`config.mk`:
```
export PLATFORM = sky130hd
export DESIGN_NAME = mfce_engine
export DESIGN_NICKNAME = d
export VERILOG_FILES = /design/src/rtl/mfce_pkg.sv /design/src/rtl/mfce_buffer.sv /design/src/rtl/mfce_engine.sv
export VERILOG_INCLUDE_DIRS = /design/src /design/src/rtl
export SDC_FILE = /design/constraint.sdc
export NUM_CORES = 1
export LEC_CHECK = 0
export BUFFER_PORTS_ARGS = -buffer_cell sky130_fd_sc_hd__buf_2
export CAP_MARGIN = 40
export CORE_AREA = 4 4 208 190
export DETAILED_ROUTE_END_ITERATION = 10
export DIE_AREA = 0 0 212 194
export PLACE_DENSITY_LB_ADDON = 0.12
export SETUP_SLACK_MARGIN = 0.15
export SYNTH_ARGS = -nofsm -noshare
export SYNTH_HDL_FRONTEND = slang
export SYNTH_SLANG_ARGS = --single-unit
```
`constraint.sdc`:
```
create_clock -name clk -period 4.3 [get_ports clk]
set_input_delay 0.43 -clock clk [delete_from_list [all_inputs] [get_ports clk]]
set_output_delay 0.43 -clock clk [all_outputs]
set_load 0.01 [all_outputs]
```
`src/rtl/mfce_defines.svh`:
```
// Constants of the memory function command engine: codes, offsets, layouts, timing.
// Assumes inclusion by bare name from the design files under rtl/.
`ifndef MFCE_DEFINES_SVH
`define MFCE_DEFINES_SVH

// ------
// Command codes
// ------
`define MFCE_CMD_WRITE_SP   8'h0f
`define MFCE_CMD_READ_SP    8'haa
`define MFCE_CMD_COPY_SP    8'h55
`define MFCE_CMD_READ_MEM   8'hf0
`define MFCE_CMD_READ_CRC   8'ha5
`define MFCE_CMD_CLEAR      8'h3c
`define MFCE_CMD_CONVERT    8'h44

// ------
// Addresses and field positions
// ------
`define MFCE_PROT_LO        16'h0200
`define MFCE_PROT_HI        16'h0213
`define MFCE_TEMP_ADDR      16'h0211
`define MFCE_MEM_TOP        16'h7fff
`define MFCE_SP_LAST        5'h1f
`define MFCE_ES_PF_BIT      5
`define MFCE_ES_ZERO_BIT    6
`define MFCE_ES_AA_BIT      7
`define MFCE_CRC_POLY       16'ha001
`define MFCE_FILL_ONES      8'hff
`define MFCE_FILL_ALT       8'haa

// ------
// Timing
// ------
`define MFCE_CLK_NS         8
`define MFCE_COPY_NS        2000
`define MFCE_CLEAR_NS       500000
`define MFCE_COPY_CYC       ((`MFCE_COPY_NS + `MFCE_CLK_NS - 1) / `MFCE_CLK_NS)
`define MFCE_CLEAR_CYC      ((`MFCE_CLEAR_NS + `MFCE_CLK_NS - 1) / `MFCE_CLK_NS)

`endif

```
`src/rtl/mfce_pkg.sv`:
```
// Types shared by the command engine and its tests.
// Assumes mfce_defines.svh is compiled alongside.
package mfce_pkg;

  // ------
  // Carriers
  // ------
  typedef struct packed {
    logic       valid;
    logic       partial;
    logic [7:0] data;
  } mfce_rx_type;

  typedef struct packed {
    logic        re;
    logic        we;
    logic [15:0] addr;
    logic [7:0]  wdata;
  } mfce_mem_type;

  // ------
  // Sequencer states
  // ------
  typedef enum logic [4:0] {
    ST_IDLE, ST_WAIT, ST_FILL,
    ST_WS_A0, ST_WS_A1, ST_WS_D,
    ST_RS,
    ST_CP_AUTH, ST_CP_RUN,
    ST_MR_A0, ST_MR_A1, ST_MR_REQ, ST_MR_WAIT, ST_MR_GET, ST_MR_PUSH,
    ST_CRC_LO, ST_CRC_HI
  } mfce_state_type;

endpackage : mfce_pkg

```
`src/rtl/mfce_buffer.sv`:
```
// Two-entry skid buffer for transmit bytes.
// Assumes both sides run on clk; outputs come from flip-flops.
`timescale 1ns/10ps
`default_nettype none
module mfce_buffer
(
  input  wire logic       clk,
  input  wire logic       srst,
  input  wire logic       inValid,
  output logic            inReady,
  input  wire logic [7:0] inData,
  output logic            outValid,
  input  wire logic       outReady,
  output logic [7:0]      outData
);

  logic [7:0] entry_r [2];
  logic       skidValid_r;
  logic       outValid_r;
  logic       inTake;

  // Input is refused only while the spare entry holds a word.
  assign inReady  = ~skidValid_r;
  assign inTake   = inValid & ~skidValid_r;
  assign outValid = outValid_r;
  assign outData  = entry_r[0];

  always_ff @(posedge clk)
  begin
    if (srst)
    begin
      outValid_r  <= 1'b0;
      skidValid_r <= 1'b0;
      entry_r[0]  <= 8'h00;
      entry_r[1]  <= 8'h00;
    end
    else if (outReady || !outValid_r)
    begin
      if (skidValid_r)
      begin
        entry_r[0]  <= entry_r[1];
        skidValid_r <= 1'b0;
        outValid_r  <= 1'b1;
      end
      else
      begin
        entry_r[0] <= inData;
        outValid_r <= inTake;
      end
    end
    else if (inTake)
    begin
      entry_r[1]  <= inData;
      skidValid_r <= 1'b1;
    end
  end

endmodule : mfce_buffer
`default_nettype wire

```
`src/rtl/mfce_engine.sv`:
```
// Memory function command interpreter of a serial temperature logger.
// Assumes a link layer on clk that moves whole bytes and reports reset pulses.
// Functional notes
// - Link timing follows the speed flag: regular when 0, overdrive when 1.
// - Write scratchpad takes two address bytes, stores data, records end offset.
// - An incomplete last write byte is dropped and sets the partial flag.
// - Write CRC starts cleared, covers command, both address bytes and data.
// - With end offset all ones, the write CRC follows in sixteen read slots.
// - Register page 200h to 213h is write protected during a mission.
// - Read scratchpad sends address, end/status, then data to scratchpad end.
// - Read scratchpad ends with CRC over command and all sent bytes, then ones.
// - Copy needs three authorization bytes matching address and status registers.
// - After copy send alternating bits; bus resets ignored while copying.
// - Copy moves scratchpad start through end offset to target address.
// - Only a scratchpad write clears the copy authorized flag.
// - Memory read loads the address, streams to memory end, then ones.
// - CRC memory read streams each page followed by its CRC.
// - First page CRC includes command and address; later pages only data.
// - After the last page CRC send ones; a bus reset aborts anytime.
// - Memory clear erases from 220h up and the mission registers.
// - Clear runs only if enabled; other valid commands disable it.
// - Clear lasts about 500 us, runs on while other accesses continue.
// - Clear completion sets the done flag and drops the enable bit.
// - Conversion starts only without a mission; result lands at 211h.
// - End/status holds end offset, partial flag, zero bit, authorized flag.
// - A long bus reset returns the speed flag to regular.
`timescale 1ns/10ps
`default_nettype none
`include "mfce_defines.svh"
module mfce_engine
#(
  parameter int CLEAR_CYCLES = `MFCE_CLEAR_CYC
)
(
  input  wire logic                 clk,
  input  wire logic                 srst,
  input  wire mfce_pkg::mfce_rx_type rxByte,
  input  wire logic                 busReset,
  input  wire logic                 busResetLong,
  input  wire logic                 speedSet,
  output logic                      speedSelectFlag_r,
  output logic                      txValid,
  input  wire logic                 txReady,
  output logic [7:0]                txData,
  output mfce_pkg::mfce_mem_type    memReq_r,
  input  wire logic [7:0]           memRdata,
  input  wire logic                 missionActive,
  input  wire logic                 clearEnableSet,
  output logic                      clearEnable_r,
  input  wire logic                 clearDoneClr,
  output logic                      clearDone_r,
  output logic                      clearStart_r,
  output logic                      tempStart_r,
  input  wire logic                 tempDone,
  input  wire logic [7:0]           tempResult
);

  // ------
  // Helpers
  // ------
  function automatic logic [15:0] crcByte(input logic [15:0] c, input logic [7:0] d);
    logic [15:0] r;
    r = c;
    for (int i = 0; i < 8; i++)
    begin
      r = (r[0] ^ d[i]) ? ((r >> 1) ^ `MFCE_CRC_POLY) : (r >> 1);
    end
    return r;
  endfunction : crcByte

  function automatic logic isValidCmd(input logic [7:0] c);
    return c == `MFCE_CMD_WRITE_SP || c == `MFCE_CMD_READ_SP || c == `MFCE_CMD_COPY_SP ||
           c == `MFCE_CMD_READ_MEM || c == `MFCE_CMD_READ_CRC || c == `MFCE_CMD_CLEAR ||
           c == `MFCE_CMD_CONVERT;
  endfunction : isValidCmd

  // ------
  // Storage
  // ------
  mfce_pkg::mfce_state_type state_r;
  mfce_pkg::mfce_state_type afterCrc_r;
  logic [7:0]  scratch_r [32];
  logic [7:0]  addrLow_r;
  logic [7:0]  addrHigh_r;
  logic [4:0]  endOffset_r;
  logic        partialFlag_r;
  logic        copyAuthFlag_r;
  logic [15:0] crc_r;
  logic [4:0]  offset_r;
  logic [1:0]  index_r;
  logic        mismatch_r;
  logic        crcMode_r;
  logic [15:0] readAddr_r;
  logic [7:0]  readBuf_r;
  logic [7:0]  fillByte_r;
  logic [7:0]  copyCnt_r;
  logic        txLoad_r;
  logic [7:0]  txByte_r;
  logic        bufInReady;
  logic        canLoad;
  logic        cmdTake;
  logic [7:0]  esByte;
  logic [7:0]  rsByte;
  logic [4:0]  startOffset;
  logic [15:0] copyAddr;
  logic        copyWrite;
  logic        tempServe;
  logic        clearBusy_r;
  logic [19:0] clearCnt_r;
  logic        tempBusy_r;
  logic        tempPend_r;
  logic [7:0]  tempVal_r;

  assign startOffset = addrLow_r[4:0];
  assign esByte      = {copyAuthFlag_r, 1'b0, partialFlag_r, endOffset_r};
  assign canLoad     = ~txLoad_r | bufInReady;
  assign cmdTake     = (state_r == mfce_pkg::ST_IDLE) && rxByte.valid && !busReset;
  assign rsByte      = (index_r == 2'd0) ? addrLow_r :
                       (index_r == 2'd1) ? addrHigh_r :
                       (index_r == 2'd2) ? esByte : scratch_r[offset_r];
  assign copyAddr    = {addrHigh_r, addrLow_r} + {11'h000, 5'(offset_r - startOffset)};
  assign copyWrite   = (state_r == mfce_pkg::ST_CP_RUN) && (copyCnt_r == 8'(`MFCE_COPY_CYC - 1));
  assign tempServe   = tempPend_r && (state_r != mfce_pkg::ST_MR_REQ) && !copyWrite;

  // ------
  // Command sequencer
  // ------
  always_ff @(posedge clk)
  begin
    if (srst)
    begin
      state_r        <= mfce_pkg::ST_IDLE;
      afterCrc_r     <= mfce_pkg::ST_FILL;
      addrLow_r      <= 8'h00;
      addrHigh_r     <= 8'h00;
      endOffset_r    <= 5'h00;
      partialFlag_r  <= 1'b0;
      copyAuthFlag_r <= 1'b0;
      crc_r          <= 16'h0000;
      offset_r       <= 5'h00;
      index_r        <= 2'd0;
      mismatch_r     <= 1'b0;
      crcMode_r      <= 1'b0;
      readAddr_r     <= 16'h0000;
      readBuf_r      <= 8'h00;
      fillByte_r     <= `MFCE_FILL_ONES;
      copyCnt_r      <= 8'h00;
      txLoad_r       <= 1'b0;
      txByte_r       <= 8'h00;
    end
    else if (busReset && state_r != mfce_pkg::ST_CP_RUN)
    begin
      state_r  <= mfce_pkg::ST_IDLE;
      txLoad_r <= 1'b0;
    end
    else
    begin
      if (txLoad_r && bufInReady)
        txLoad_r <= 1'b0;
      unique case (state_r)
        mfce_pkg::ST_IDLE:
          if (rxByte.valid)
          begin
            crc_r      <= crcByte(16'h0000, rxByte.data);
            index_r    <= 2'd0;
            mismatch_r <= 1'b0;
            fillByte_r <= `MFCE_FILL_ONES;
            offset_r   <= startOffset;
            unique case (rxByte.data)
              `MFCE_CMD_WRITE_SP:
              begin
                state_r        <= mfce_pkg::ST_WS_A0;
                partialFlag_r  <= 1'b0;
                copyAuthFlag_r <= 1'b0;
              end
              `MFCE_CMD_READ_SP:  state_r <= mfce_pkg::ST_RS;
              `MFCE_CMD_COPY_SP:  state_r <= mfce_pkg::ST_CP_AUTH;
              `MFCE_CMD_READ_MEM:
              begin
                state_r   <= mfce_pkg::ST_MR_A0;
                crcMode_r <= 1'b0;
              end
              `MFCE_CMD_READ_CRC:
              begin
                state_r   <= mfce_pkg::ST_MR_A0;
                crcMode_r <= 1'b1;
              end
              default: state_r <= mfce_pkg::ST_WAIT;
            endcase
          end
        mfce_pkg::ST_WAIT: ;
        mfce_pkg::ST_FILL:
          if (canLoad)
          begin
            txLoad_r <= 1'b1;
            txByte_r <= fillByte_r;
          end
        mfce_pkg::ST_WS_A0, mfce_pkg::ST_WS_A1:
          if (rxByte.valid)
          begin
            crc_r <= crcByte(crc_r, rxByte.data);
            if (state_r == mfce_pkg::ST_WS_A0)
            begin
              addrLow_r <= rxByte.data;
              offset_r  <= rxByte.data[4:0];
              state_r   <= mfce_pkg::ST_WS_A1;
            end
            else
            begin
              addrHigh_r <= rxByte.data;
              state_r    <= mfce_pkg::ST_WS_D;
            end
          end
        mfce_pkg::ST_WS_D:
          if (rxByte.partial)
            partialFlag_r <= 1'b1;
          else if (rxByte.valid)
          begin
            scratch_r[offset_r] <= rxByte.data;
            endOffset_r         <= offset_r;
            crc_r               <= crcByte(crc_r, rxByte.data);
            if (offset_r == `MFCE_SP_LAST)
            begin
              state_r    <= mfce_pkg::ST_CRC_LO;
              afterCrc_r <= mfce_pkg::ST_FILL;
            end
            else
              offset_r <= offset_r + 5'h01;
          end
        mfce_pkg::ST_RS:
          if (canLoad)
          begin
            txLoad_r <= 1'b1;
            txByte_r <= rsByte;
            crc_r    <= crcByte(crc_r, rsByte);
            if (index_r != 2'd3)
              index_r <= index_r + 2'd1;
            else if (offset_r == `MFCE_SP_LAST)
            begin
              state_r    <= mfce_pkg::ST_CRC_LO;
              afterCrc_r <= mfce_pkg::ST_FILL;
            end
            else
              offset_r <= offset_r + 5'h01;
          end
        mfce_pkg::ST_CP_AUTH:
          if (rxByte.valid)
          begin
            if (index_r == 2'd2)
            begin
              if (!mismatch_r && rxByte.data == rsByte)
              begin
                copyAuthFlag_r <= 1'b1;
                state_r        <= mfce_pkg::ST_CP_RUN;
                copyCnt_r      <= 8'h00;
                fillByte_r     <= `MFCE_FILL_ALT;
              end
              else
                state_r <= mfce_pkg::ST_WAIT;
            end
            else
            begin
              mismatch_r <= mismatch_r | (rxByte.data != rsByte);
              index_r    <= index_r + 2'd1;
            end
          end
        mfce_pkg::ST_CP_RUN:
          if (copyWrite)
          begin
            copyCnt_r <= 8'h00;
            if (offset_r == endOffset_r || offset_r == `MFCE_SP_LAST)
              state_r <= mfce_pkg::ST_FILL;
            else
              offset_r <= offset_r + 5'h01;
          end
          else
            copyCnt_r <= copyCnt_r + 8'h01;
        mfce_pkg::ST_MR_A0, mfce_pkg::ST_MR_A1:
          if (rxByte.valid)
          begin
            crc_r <= crcByte(crc_r, rxByte.data);
            if (state_r == mfce_pkg::ST_MR_A0)
            begin
              addrLow_r <= rxByte.data;
              state_r   <= mfce_pkg::ST_MR_A1;
            end
            else
            begin
              addrHigh_r <= rxByte.data;
              readAddr_r <= {rxByte.data, addrLow_r};
              state_r    <= mfce_pkg::ST_MR_REQ;
            end
          end
        mfce_pkg::ST_MR_REQ:  state_r <= mfce_pkg::ST_MR_WAIT;
        mfce_pkg::ST_MR_WAIT: state_r <= mfce_pkg::ST_MR_GET;
        mfce_pkg::ST_MR_GET:
        begin
          readBuf_r <= memRdata;
          state_r   <= mfce_pkg::ST_MR_PUSH;
        end
        mfce_pkg::ST_MR_PUSH:
          if (canLoad)
          begin
            txLoad_r   <= 1'b1;
            txByte_r   <= readBuf_r;
            crc_r      <= crcByte(crc_r, readBuf_r);
            readAddr_r <= readAddr_r + 16'h0001;
            if (crcMode_r && (readAddr_r[4:0] == `MFCE_SP_LAST || readAddr_r == `MFCE_MEM_TOP))
            begin
              state_r    <= mfce_pkg::ST_CRC_LO;
              afterCrc_r <= (readAddr_r == `MFCE_MEM_TOP) ? mfce_pkg::ST_FILL : mfce_pkg::ST_MR_REQ;
            end
            else if (readAddr_r == `MFCE_MEM_TOP)
              state_r <= mfce_pkg::ST_FILL;
            else
              state_r <= mfce_pkg::ST_MR_REQ;
          end
        mfce_pkg::ST_CRC_LO:
          if (canLoad)
          begin
            txLoad_r <= 1'b1;
            txByte_r <= ~crc_r[7:0];
            state_r  <= mfce_pkg::ST_CRC_HI;
          end
        mfce_pkg::ST_CRC_HI:
          if (canLoad)
          begin
            txLoad_r <= 1'b1;
            txByte_r <= ~crc_r[15:8];
            state_r  <= afterCrc_r;
            if (afterCrc_r == mfce_pkg::ST_MR_REQ)
              crc_r <= 16'h0000;
          end
      endcase
    end
  end

  // ------
  // Memory port
  // ------
  // Protected register writes are dropped silently so the copy keeps its pace.
  always_ff @(posedge clk)
  begin
    if (srst)
      memReq_r <= '0;
    else
    begin
      memReq_r <= '0;
      if (state_r == mfce_pkg::ST_MR_REQ)
      begin
        memReq_r.re   <= 1'b1;
        memReq_r.addr <= readAddr_r;
      end
      else if (copyWrite)
      begin
        memReq_r.we    <= !(missionActive && copyAddr >= `MFCE_PROT_LO &&
                            copyAddr <= `MFCE_PROT_HI);
        memReq_r.addr  <= copyAddr;
        memReq_r.wdata <= scratch_r[offset_r];
      end
      else if (tempServe)
      begin
        memReq_r.we    <= 1'b1;
        memReq_r.addr  <= `MFCE_TEMP_ADDR;
        memReq_r.wdata <= tempVal_r;
      end
    end
  end

  // ------
  // Memory clear
  // ------
  always_ff @(posedge clk)
  begin
    if (srst)
    begin
      clearEnable_r <= 1'b0;
      clearDone_r   <= 1'b0;
      clearBusy_r   <= 1'b0;
      clearStart_r  <= 1'b0;
      clearCnt_r    <= 20'h00000;
    end
    else
    begin
      clearStart_r <= 1'b0;
      if (clearEnableSet)
        clearEnable_r <= 1'b1;
      else if (cmdTake && isValidCmd(rxByte.data) && rxByte.data != `MFCE_CMD_CLEAR)
        clearEnable_r <= 1'b0;
      else if (clearBusy_r && clearCnt_r == 20'(CLEAR_CYCLES - 1))
        clearEnable_r <= 1'b0;
      if (clearBusy_r && clearCnt_r == 20'(CLEAR_CYCLES - 1))
        clearDone_r <= 1'b1;
      else if (clearDoneClr)
        clearDone_r <= 1'b0;
      if (cmdTake && rxByte.data == `MFCE_CMD_CLEAR && clearEnable_r && !clearBusy_r)
      begin
        clearBusy_r  <= 1'b1;
        clearStart_r <= 1'b1;
        clearCnt_r   <= 20'h00000;
      end
      else if (clearBusy_r)
      begin
        clearCnt_r <= clearCnt_r + 20'h00001;
        if (clearCnt_r == 20'(CLEAR_CYCLES - 1))
          clearBusy_r <= 1'b0;
      end
    end
  end

  // ------
  // Temperature conversion and speed
  // ------
  always_ff @(posedge clk)
  begin
    if (srst)
    begin
      tempStart_r <= 1'b0;
      tempBusy_r  <= 1'b0;
      tempPend_r  <= 1'b0;
      tempVal_r   <= 8'h00;
    end
    else
    begin
      tempStart_r <= 1'b0;
      if (cmdTake && rxByte.data == `MFCE_CMD_CONVERT && !missionActive && !tempBusy_r)
      begin
        tempStart_r <= 1'b1;
        tempBusy_r  <= 1'b1;
      end
      else if (tempBusy_r && tempDone)
        tempBusy_r <= 1'b0;
      if (tempBusy_r && tempDone)
      begin
        tempPend_r <= 1'b1;
        tempVal_r  <= tempResult;
      end
      else if (tempServe)
        tempPend_r <= 1'b0;
    end
  end

  always_ff @(posedge clk)
  begin
    if (srst)
      speedSelectFlag_r <= 1'b0;
    else if (speedSet)
      speedSelectFlag_r <= 1'b1;
    else if (busResetLong)
      speedSelectFlag_r <= 1'b0;
  end

  mfce_buffer txBuf
  (
    .clk      (clk),
    .srst     (srst),
    .inValid  (txLoad_r),
    .inReady  (bufInReady),
    .inData   (txByte_r),
    .outValid (txValid),
    .outReady (txReady),
    .outData  (txData)
  );

endmodule : mfce_engine
`default_nettype wire

```
==> metrics.txt, run 1 <==
# TYPE chip_impl_metric gauge
chip_impl_metric{name="detail_route.iter0.violations",unit=""} 2200
chip_impl_metric{name="first_pass_drt_iterations",unit=""} 6
chip_impl_info{name="startpoint_type",value="register"} 1
chip_impl_metric{name="port-buffer-count",unit=""} 75
chip_impl_metric{name="min_clock_period_post_route",unit="ns"} 3.931
chip_impl_metric{name="num_rows",unit=""} 67
chip_impl_metric{name="nets",unit=""} 2020
chip_impl_metric{name="syn_area",unit="µm²"} 20630
chip_impl_metric{name="static-leakage-power",unit="nW"} 8.240
chip_impl_metric{name="maxSlewViolCount",unit=""} 0
chip_impl_metric{name="postSynthRegisterBits",unit=""} 437
chip_impl_metric{name="final_wtd_congestion",unit=""} 0.9382
chip_impl_metric{name="drt_drc_violations_left",unit=""} 0
chip_impl_metric{name="syn2layout_area_growth",unit="%"} 12.91
chip_impl_metric{name="synth_enable_flop_cells",unit=""} 272
chip_impl_metric{name="drt_wl_total",unit="µm"} 56590
chip_impl_info{name="globalRoute.busiestLayer",value="met1"} 1
chip_impl_metric{name="cts_num_sinks",unit=""} 437
chip_impl_metric{name="grt.met3_usage",unit="%"} 4.773
chip_impl_metric{name="cts.clk_slew.worst_paths",unit="ns"} 0.06
chip_impl_metric{name="floorplan.core_area",unit="µm²"} 37140
chip_impl_metric{name="syn_area_per_cell",unit="µm²"} 11.22
chip_impl_metric{name="drive_gt1_share",unit="%"} 15.02
chip_impl_metric{name="die_h",unit="µm"} 194
chip_impl_metric{name="synth_cell_types",unit=""} 68
chip_impl_metric{name="finalHoldViolCount",unit=""} 0
chip_impl_metric{name="power.share.switching",unit="%"} 22.52
chip_impl_metric{name="synth_adder_area_share",unit="%"} 2.559
chip_impl_metric{name="ant_nets",unit=""} 0
chip_impl_metric{name="worstMarginPinSlew",unit="ns"} 0.9005
chip_impl_metric{name="synth_top_area_share",unit="%"} 39.58
chip_impl_metric{name="crit_cells",unit=""} 11
chip_impl_metric{name="netlist_instances",unit=""} 1839
chip_impl_metric{name="grtUsageTotal",unit="%"} 27.13
chip_impl_metric{name="synth.net_count",unit=""} 1916
chip_impl_info{name="cp_top_family",value="XOR/XNOR gates"} 1
chip_impl_metric{name="clk-insertion-delay-late",unit="ns"} 0.57
chip_impl_metric{name="route.vias.total",unit=""} 15180
chip_impl_metric{name="n_antenna_cell",unit=""} 0
chip_impl_metric{name="wl_per_cell",unit="µm"} 23.00
chip_impl_metric{name="critical_path.max_stage_delay",unit="ns"} 0.51
chip_impl_metric{name="worst-path-buf-inv",unit=""} 1
chip_impl_metric{name="fin_tns_setup",unit="ns"} 0
chip_impl_info{name="hp-start",value="clearEnableSet"} 1
chip_impl_metric{name="cts_buffer_count",unit=""} 43
chip_impl_metric{name="mux_contribution_to_synthesized_area",unit="%"} 8.149
chip_impl_info{name="type_of_the_most_critical_hold_path",value="in2reg"} 1
chip_impl_metric{name="async_flop_share",unit="%"} 0
chip_impl_metric{name="clock_tree.buffer_depth",unit=""} 3
chip_impl_metric{name="grt-ovfl-total",unit=""} 0
chip_impl_metric{name="synth-compound-area-share",unit="%"} 11.72
chip_impl_metric{name="synth_sequential_area_ratio",unit="%"} 55.59
chip_impl_info{name="mostFrequentLayoutCells",value="sky130_fd_sc_hd__edfxtp_1 (272), sky130_fd_sc_hd__nor2_1 (217), sky130_fd_sc_hd__dfxtp_1 (163)"} 1
chip_impl_info{name="ys_top_cells_by_area",value="sky130_fd_sc_hd__edfxtp_1 (40%), sky130_fd_sc_hd__dfxtp_1 (16%), sky130_fd_sc_hd__mux2i_1 (5.1%)"} 1
chip_impl_metric{name="power.density_cell_area",unit="nW/µm²"} 379.7
chip_impl_metric{name="hold_path_depth",unit=""} 3
chip_impl_metric{name="synth_xor_area_share",unit="%"} 5.682
chip_impl_info{name="synth_area_leader_cell",value="sky130_fd_sc_hd__edfxtp_1"} 1
chip_impl_metric{name="htreeDepth",unit=""} 2
chip_impl_info{name="worstPathCellList",value="buf_4 -> mux4_2 -> mux4_2 -> mux2i_2 -> a221o_1 -> xnor2_1 -> xnor3_1 -> xnor3_1 -> xnor3_1 -> o21ai_1 -> nor3b_1"} 1
chip_impl_info{name="root_buffer",value="sky130_fd_sc_hd__clkbuf_16"} 1
chip_impl_info{name="synth-main-ff-cell",value="sky130_fd_sc_hd__edfxtp_1"} 1
chip_impl_metric{name="dpl.hpwl",unit="µm"} 40100
chip_impl_metric{name="power_frac_seq",unit="%"} 50.8
chip_impl_metric{name="timing.clock.skew",unit="ns"} 0.01703
chip_impl_metric{name="timing.critical_path.arrival",unit="ns"} 4.42
chip_impl_metric{name="power.clock.fraction",unit="%"} 42.4
chip_impl_info{name="crit_path_end_kind",value="register"} 1
chip_impl_metric{name="finalHoldWorstSlack",unit="ns"} 0.06051
chip_impl_metric{name="max_cap_viol_count",unit=""} 0
chip_impl_metric{name="grt_max_degree",unit=""} 46
chip_impl_metric{name="worst-endpoint-required",unit="ns"} 4.79
chip_impl_info{name="crit_path_top_delay_cell",value="sky130_fd_sc_hd__mux4_2"} 1
chip_impl_metric{name="use_met1",unit="%"} 44.03
chip_impl_metric{name="ys_warn_count",unit=""} 0
chip_impl_metric{name="initial_utilization",unit="%"} 55.56
chip_impl_metric{name="dieArea",unit="µm²"} 41130
chip_impl_metric{name="fmax",unit="MHz"} 254.4
chip_impl_info{name="cts_tree",value="done"} 1
chip_impl_metric{name="io_pins",unit=""} 76
chip_impl_info{name="final_common_cell",value="sky130_fd_sc_hd__edfxtp_1"} 1
chip_impl_metric{name="groute.layer.met2.usage",unit="%"} 37.36
chip_impl_metric{name="grt_pass1_wl",unit="µm"} 86260
chip_impl_info{name="worst_path_most_repeated_cell",value="sky130_fd_sc_hd__xnor3_1"} 1
chip_impl_info{name="combinational_family_with_the_most_area_after_synthesis",value="simple AND/OR/NAND/NOR gates"} 1
chip_impl_metric{name="antenna_found_initial",unit=""} 0
chip_impl_metric{name="vdd_drop_max",unit="mV"} 0.3388
chip_impl_metric{name="period_share",unit="%"} 91.42
chip_impl_metric{name="vias_per_cell",unit=""} 6.169
chip_impl_metric{name="timing.reg2reg.worst_path_depth",unit=""} 11
chip_impl_info{name="rsz0062_at_grt",value="false"} 1
chip_impl_metric{name="power_frac_comb",unit="%"} 6.8
chip_impl_metric{name="intPower",unit="mW"} 6.854
chip_impl_metric{name="synth-simple-area-share",unit="%"} 12.89
chip_impl_metric{name="max-slew-margin-rel",unit="%"} 38.41
chip_impl_metric{name="die_width",unit="µm"} 212
chip_impl_info{name="outcome",value="completed"} 1
chip_impl_metric{name="critical_path_peak_fanout",unit=""} 9
chip_impl_metric{name="power_switching",unit="mW"} 1.992
chip_impl_info{name="timing.setup.critical_path_class",value="reg2reg"} 1
chip_impl_metric{name="timing.final.setup_violations",unit=""} 0
chip_impl_metric{name="grt_pass1_vias",unit=""} 14070
per-stage QoR:
step / area (µm²) / power [mW] / std cells / worst slack [ns] / util [%]
finish: 23300 / 8.846 / 2461 / 0.3689 / 62.74
global route: 23300 / 9.140 / 2461 / 0.1564 / 62.74
CTS: 23270 / 8.900 / 2460 / 0.2565 / 62.66
detailed placement: 21870 / 5.178 / 2380 / 0.3274 / 58.89
global placement: 21850 / 5.170 / 2378 / 0.3374 / 58.84
floorplan: 20630 / 4.971 / 1839 / 0.8155 / -
final cells by class:
type	count	area (µm²)
repair buffers	176	1177
inverters	40	150.1
fillers	3044	13840
flip-flops and latches	437	11480
clock buffers	62	1209
multi-input cells	1245	8493
well taps	483	604.3
clock inverters	18	188.9
layer usage:
layer / wire length (µm) / up-vias
met5: 0 / -
met4: 1428 / 0
met3: 5327 / 94
met2: 23500 / 757
met1: 26340 / 7363
li1: - / 6969
path summary, 6_finish.rpt:
check | endpoint | slack [ns]
worst min-delay path | clearEnable_r | 0.06
worst max-delay path | crc_r[0] | 0.37
worst max register to register | crc_r[0] | 0.37
worst min register to register | tempVal_r[2] | 0.47
timing repair:
action,4_1_cts,5_1_grt
setup buffers,0,1
hold buffers,0,0
endpoints found under the setup margin,0,12
gates resized for setup,0,4
flip-flops by register name, summed over array words and instances (netlist names), 2 cells and up, named ones only:
register       cells
readAddr_r        16
state_r            5
txByte_r           8
readBuf_r          8
txBuf.entry_r     16
crc_r             16
offset_r           5
addrLow_r          8
copyCnt_r          8
clearCnt_r        20
scratch_r        256
memReq_r          26
tempVal_r          8
endOffset_r        5
index_r            2
addrHigh_r         8
kinds of logic (layout without fill, tap and decap cells):
logic type / count (synthesis) / after routing
AO/OA/AOI/OAI: 372 / 372
flip-flops: 437 / 437
AND/OR/NAND/NOR: 573 / 573
buffers and inverters: 157 / 296
XOR/XNOR: 126 / 126
multiplexers: 133 / 133
adder cells (fa/ha/maj): 41 / 41
power groups by stage:
stage / Clock, mW / Sequential [mW] / Combinational, mW
finish: 3.75 / 4.50 / 0.603
global route: 4.00 / 4.50 / 0.645
CTS: 3.81 / 4.49 / 0.595
detailed placement: 0 / 4.58 / 0.593
global placement: 0 / 4.58 / 0.585
floorplan: 0 / 4.57 / 0.404
worst reg2reg max path, cell delays in order, from the launching register on:
cell and delay (ns):
sky130_fd_sc_hd__dfxtp_4 0.45, sky130_fd_sc_hd__buf_4 0.18, sky130_fd_sc_hd__mux4_2 0.50, sky130_fd_sc_hd__mux4_2 0.51, sky130_fd_sc_hd__mux2i_2 0.28, sky130_fd_sc_hd__a221o_1 0.29
sky130_fd_sc_hd__xnor2_1 0.24, sky130_fd_sc_hd__xnor3_1 0.48, sky130_fd_sc_hd__xnor3_1 0.30, sky130_fd_sc_hd__xnor3_1 0.32, sky130_fd_sc_hd__o21ai_1 0.11, sky130_fd_sc_hd__nor3b_1 0.18
cells in the mapped netlist (all sizes together), types with 40 or more instances:
cell / instances
a21oi: 124
a22oi: 48
clkbuf: 81
dfxtp: 165
edfxtp: 272
inv: 40
mux2i: 105
nand2: 124
nand3: 53
nor2: 219
o21ai: 61
xnor2: 80
xor2: 41
Power figures use the tool's default switching activity.
==> run 2: changes to the inputs <==
--- a/config.mk
+++ b/config.mk
@@ -8,9 +8,9 @@
 export LEC_CHECK = 0
 export BUFFER_PORTS_ARGS = -buffer_cell sky130_fd_sc_hd__buf_2
 export CAP_MARGIN = 40
-export CORE_AREA = 4 4 208 190
+export CORE_AREA = 4 4 220 200
 export DETAILED_ROUTE_END_ITERATION = 10
-export DIE_AREA = 0 0 212 194
+export DIE_AREA = 0 0 224 204
 export PLACE_DENSITY_LB_ADDON = 0.12
 export SETUP_SLACK_MARGIN = 0.15
 export SYNTH_ARGS = -nofsm -noshare
==> metrics.txt, run 2 (synthesized netlist as in run 1, its figures left out) <==
# TYPE chip_impl_metric gauge
chip_impl_info{name="outcome",value="completed"} 1
chip_impl_metric{name="cts_num_sinks",unit=""} 437
chip_impl_metric{name="ant_nets",unit=""} 0
chip_impl_metric{name="dieArea",unit="µm²"} 45700
chip_impl_metric{name="finalNonFillerCells",unit=""} 2528
chip_impl_info{name="final_common_cell",value="sky130_fd_sc_hd__edfxtp_1"} 1
chip_impl_metric{name="cts.clk_slew.worst_paths",unit="ns"} 0.06
chip_impl_metric{name="finalHoldViolCount",unit=""} 0
chip_impl_metric{name="grt-ovfl-total",unit=""} 0
chip_impl_metric{name="worstMarginPinSlew",unit="ns"} 0.9394
chip_impl_metric{name="htreeDepth",unit=""} 2
chip_impl_metric{name="dpl.hpwl",unit="µm"} 41040
chip_impl_metric{name="first_pass_drt_iterations",unit=""} 7
chip_impl_metric{name="n_fill_cell",unit=""} 3484
chip_impl_metric{name="timing.critical_path.arrival",unit="ns"} 4.52
chip_impl_metric{name="drive_gt1_share",unit="%"} 15.10
chip_impl_metric{name="period_share",unit="%"} 93.56
chip_impl_info{name="root_buffer",value="sky130_fd_sc_hd__clkbuf_16"} 1
chip_impl_metric{name="vias_per_cell",unit=""} 6.008
chip_impl_metric{name="max_cap_viol_count",unit=""} 0
chip_impl_info{name="mostFrequentLayoutCells",value="sky130_fd_sc_hd__edfxtp_1 (272), sky130_fd_sc_hd__nor2_1 (217), sky130_fd_sc_hd__dfxtp_1 (163)"} 1
chip_impl_info{name="crit_path_top_delay_cell",value="sky130_fd_sc_hd__mux4_2"} 1
chip_impl_metric{name="cts-hold-fix-buffers",unit=""} 0
chip_impl_metric{name="vdd_drop_max",unit="mV"} 0.2713
chip_impl_metric{name="finalHoldWorstSlack",unit="ns"} 0.05376
chip_impl_metric{name="io_pins",unit=""} 76
chip_impl_metric{name="worst-endpoint-required",unit="ns"} 4.80
chip_impl_info{name="rsz0062_at_grt",value="false"} 1
chip_impl_metric{name="grt_pass1_vias",unit=""} 14360
chip_impl_metric{name="grt_max_degree",unit=""} 77
chip_impl_metric{name="pre_cts_slack",unit="ns"} 0.2746
chip_impl_metric{name="clock_tree.buffer_depth",unit=""} 3
chip_impl_metric{name="antenna_found_initial",unit=""} 3
chip_impl_metric{name="grt_pass1_wl",unit="µm"} 88950
chip_impl_info{name="startpoint_type",value="register"} 1
chip_impl_metric{name="critical_path.max_stage_delay",unit="ns"} 0.51
chip_impl_metric{name="drt_wl_total",unit="µm"} 58310
chip_impl_metric{name="final_wtd_congestion",unit=""} 0.9207
chip_impl_metric{name="max-slew-margin-rel",unit="%"} 37.16
chip_impl_metric{name="initial_utilization",unit="%"} 49.53
chip_impl_info{name="cp_top_family",value="XOR/XNOR gates"} 1
chip_impl_metric{name="die_h",unit="µm"} 204
chip_impl_metric{name="critical_path_peak_fanout",unit=""} 14
chip_impl_metric{name="cts_buffer_count",unit=""} 46
chip_impl_metric{name="nets",unit=""} 2020
chip_impl_metric{name="worst-path-buf-inv",unit=""} 1
chip_impl_metric{name="timing.final.setup_violations",unit=""} 0
chip_impl_metric{name="timing.reg2reg.worst_path_depth",unit=""} 11
chip_impl_metric{name="port-buffer-count",unit=""} 75
chip_impl_metric{name="number_of_flip_flops_under_the_largest_register_name",unit=""} 256
chip_impl_metric{name="area.sequential",unit="µm²"} 11480
chip_impl_metric{name="maxSlewViolCount",unit=""} 0
chip_impl_info{name="type_of_the_most_critical_hold_path",value="in2reg"} 1
chip_impl_metric{name="fmax",unit="MHz"} 248.6
chip_impl_metric{name="min_clock_period_post_route",unit="ns"} 4.023
chip_impl_metric{name="grtUsageTotal",unit="%"} 25.15
chip_impl_info{name="crit_path_end_kind",value="register"} 1
chip_impl_metric{name="floorplan.core_area",unit="µm²"} 41660
chip_impl_metric{name="syn2layout_area_growth",unit="%"} 14.13
chip_impl_metric{name="static-leakage-power",unit="nW"} 8.313
chip_impl_metric{name="power.density_cell_area",unit="nW/µm²"} 391.6
chip_impl_metric{name="route.vias.total",unit=""} 15190
chip_impl_metric{name="hold_path_depth",unit=""} 3
chip_impl_info{name="timing.setup.critical_path_class",value="reg2reg"} 1
chip_impl_metric{name="multi_input_area",unit="µm²"} 8478
chip_impl_metric{name="num_rows",unit=""} 71
chip_impl_info{name="worst_path_most_repeated_cell",value="sky130_fd_sc_hd__xnor3_1"} 1
chip_impl_info{name="largest_registers",value="scratch_r: 256 flops, memReq_r: 26 flops, clearCnt_r: 20 flops"} 1
chip_impl_metric{name="timing.clock.skew",unit="ns"} 0.01248
chip_impl_metric{name="numPlacedInstances",unit=""} 2440
chip_impl_metric{name="fin_tns_setup",unit="ns"} 0
chip_impl_metric{name="crit_cells",unit=""} 11
chip_impl_metric{name="detail_route.iter0.violations",unit=""} 1582
chip_impl_metric{name="fin_ws",unit="ns"} 0.2767
chip_impl_info{name="worstPathCellList",value="buf_12 -> mux4_2 -> mux4_2 -> mux2i_1 -> a221o_1 -> xnor2_1 -> xnor3_1 -> xnor3_1 -> xnor3_1 -> o21ai_1 -> nor3b_1"} 1
chip_impl_metric{name="clk-insertion-delay-late",unit="ns"} 0.59
chip_impl_info{name="top_register_by_number_of_flip_flops",value="scratch_r"} 1
chip_impl_metric{name="drt_drc_violations_left",unit=""} 0
chip_impl_metric{name="wl_per_cell",unit="µm"} 23.06
chip_impl_metric{name="die_width",unit="µm"} 224
chip_impl_info{name="cts_tree",value="done"} 1
run 2: power by group:
group,internal (mW),switching (mW),total [mW]
clock network,2.44,1.68,4.12
registers,4.46,0.0313,4.50
logic,0.241,0.368,0.609
total,7.14,2.08,9.22
run 2: timing repair:
| action | in CTS | in global routing |
|---|---|---|
| hold endpoints to repair | 0 | 0 |
| gates resized for setup | 0 | 2 |
| setup buffers | 0 | 2 |
| setup endpoints to repair | 0 | 10 |
run 2: worst paths after layout:
kind,startpoint,endpoint,slack (ns)
hold reg to reg,tempVal_r[2],tempVal_r[2],0.47
setup / recovery,register,crc_r[0],0.28
setup reg to reg,register,crc_r[0],0.28
hold / removal,speedSet,speedSelectFlag_r,0.05
run 2: layout make-up:
class                   count  area share (%)
clock buffers              63           5.546
multi-input cells        1245           36.00
clock inverters            22           1.094
well taps                 547           2.906
repair buffers            173           5.079
diodes                      1         0.01063
inverters                  40          0.6375
flip-flops and latches    437           48.73
run 2: routing by layer:
layer | global-route usage [%] | part of all wire, % | vias to the layer above
met4 | 5.811 | 2.1 | 0
met1 | 39.93 | 47 | 7423
met2 | 35.55 | 41 | 690
met3 | 4.926 | 9.7 | 92
li1 | - | - | 6982
met5 | 0 | 0 | -
run 2: worst reg2reg max path: stages (launching register included):
cell,delay [ns]
sky130_fd_sc_hd__dfxtp_4,0.49
sky130_fd_sc_hd__buf_12,0.21
sky130_fd_sc_hd__mux4_2,0.52
sky130_fd_sc_hd__mux4_2,0.47
sky130_fd_sc_hd__mux2i_1,0.32
sky130_fd_sc_hd__a221o_1,0.30
sky130_fd_sc_hd__xnor2_1,0.25
sky130_fd_sc_hd__xnor3_1,0.48
sky130_fd_sc_hd__xnor3_1,0.30
sky130_fd_sc_hd__xnor3_1,0.32
sky130_fd_sc_hd__o21ai_1,0.11
sky130_fd_sc_hd__nor3b_1,0.17
run 2: stage by stage:
step / cell area (µm²) / utilization [%] / total power, mW
after floorplan: 20630 / - / 4.971
after global placement: 21910 / 52.59 / 5.175
after detailed placement: 21960 / 52.71 / 5.185
after CTS: 23530 / 56.47 / 9.273
after global routing: 23550 / 56.52 / 9.515
final: 23550 / 56.53 / 9.224
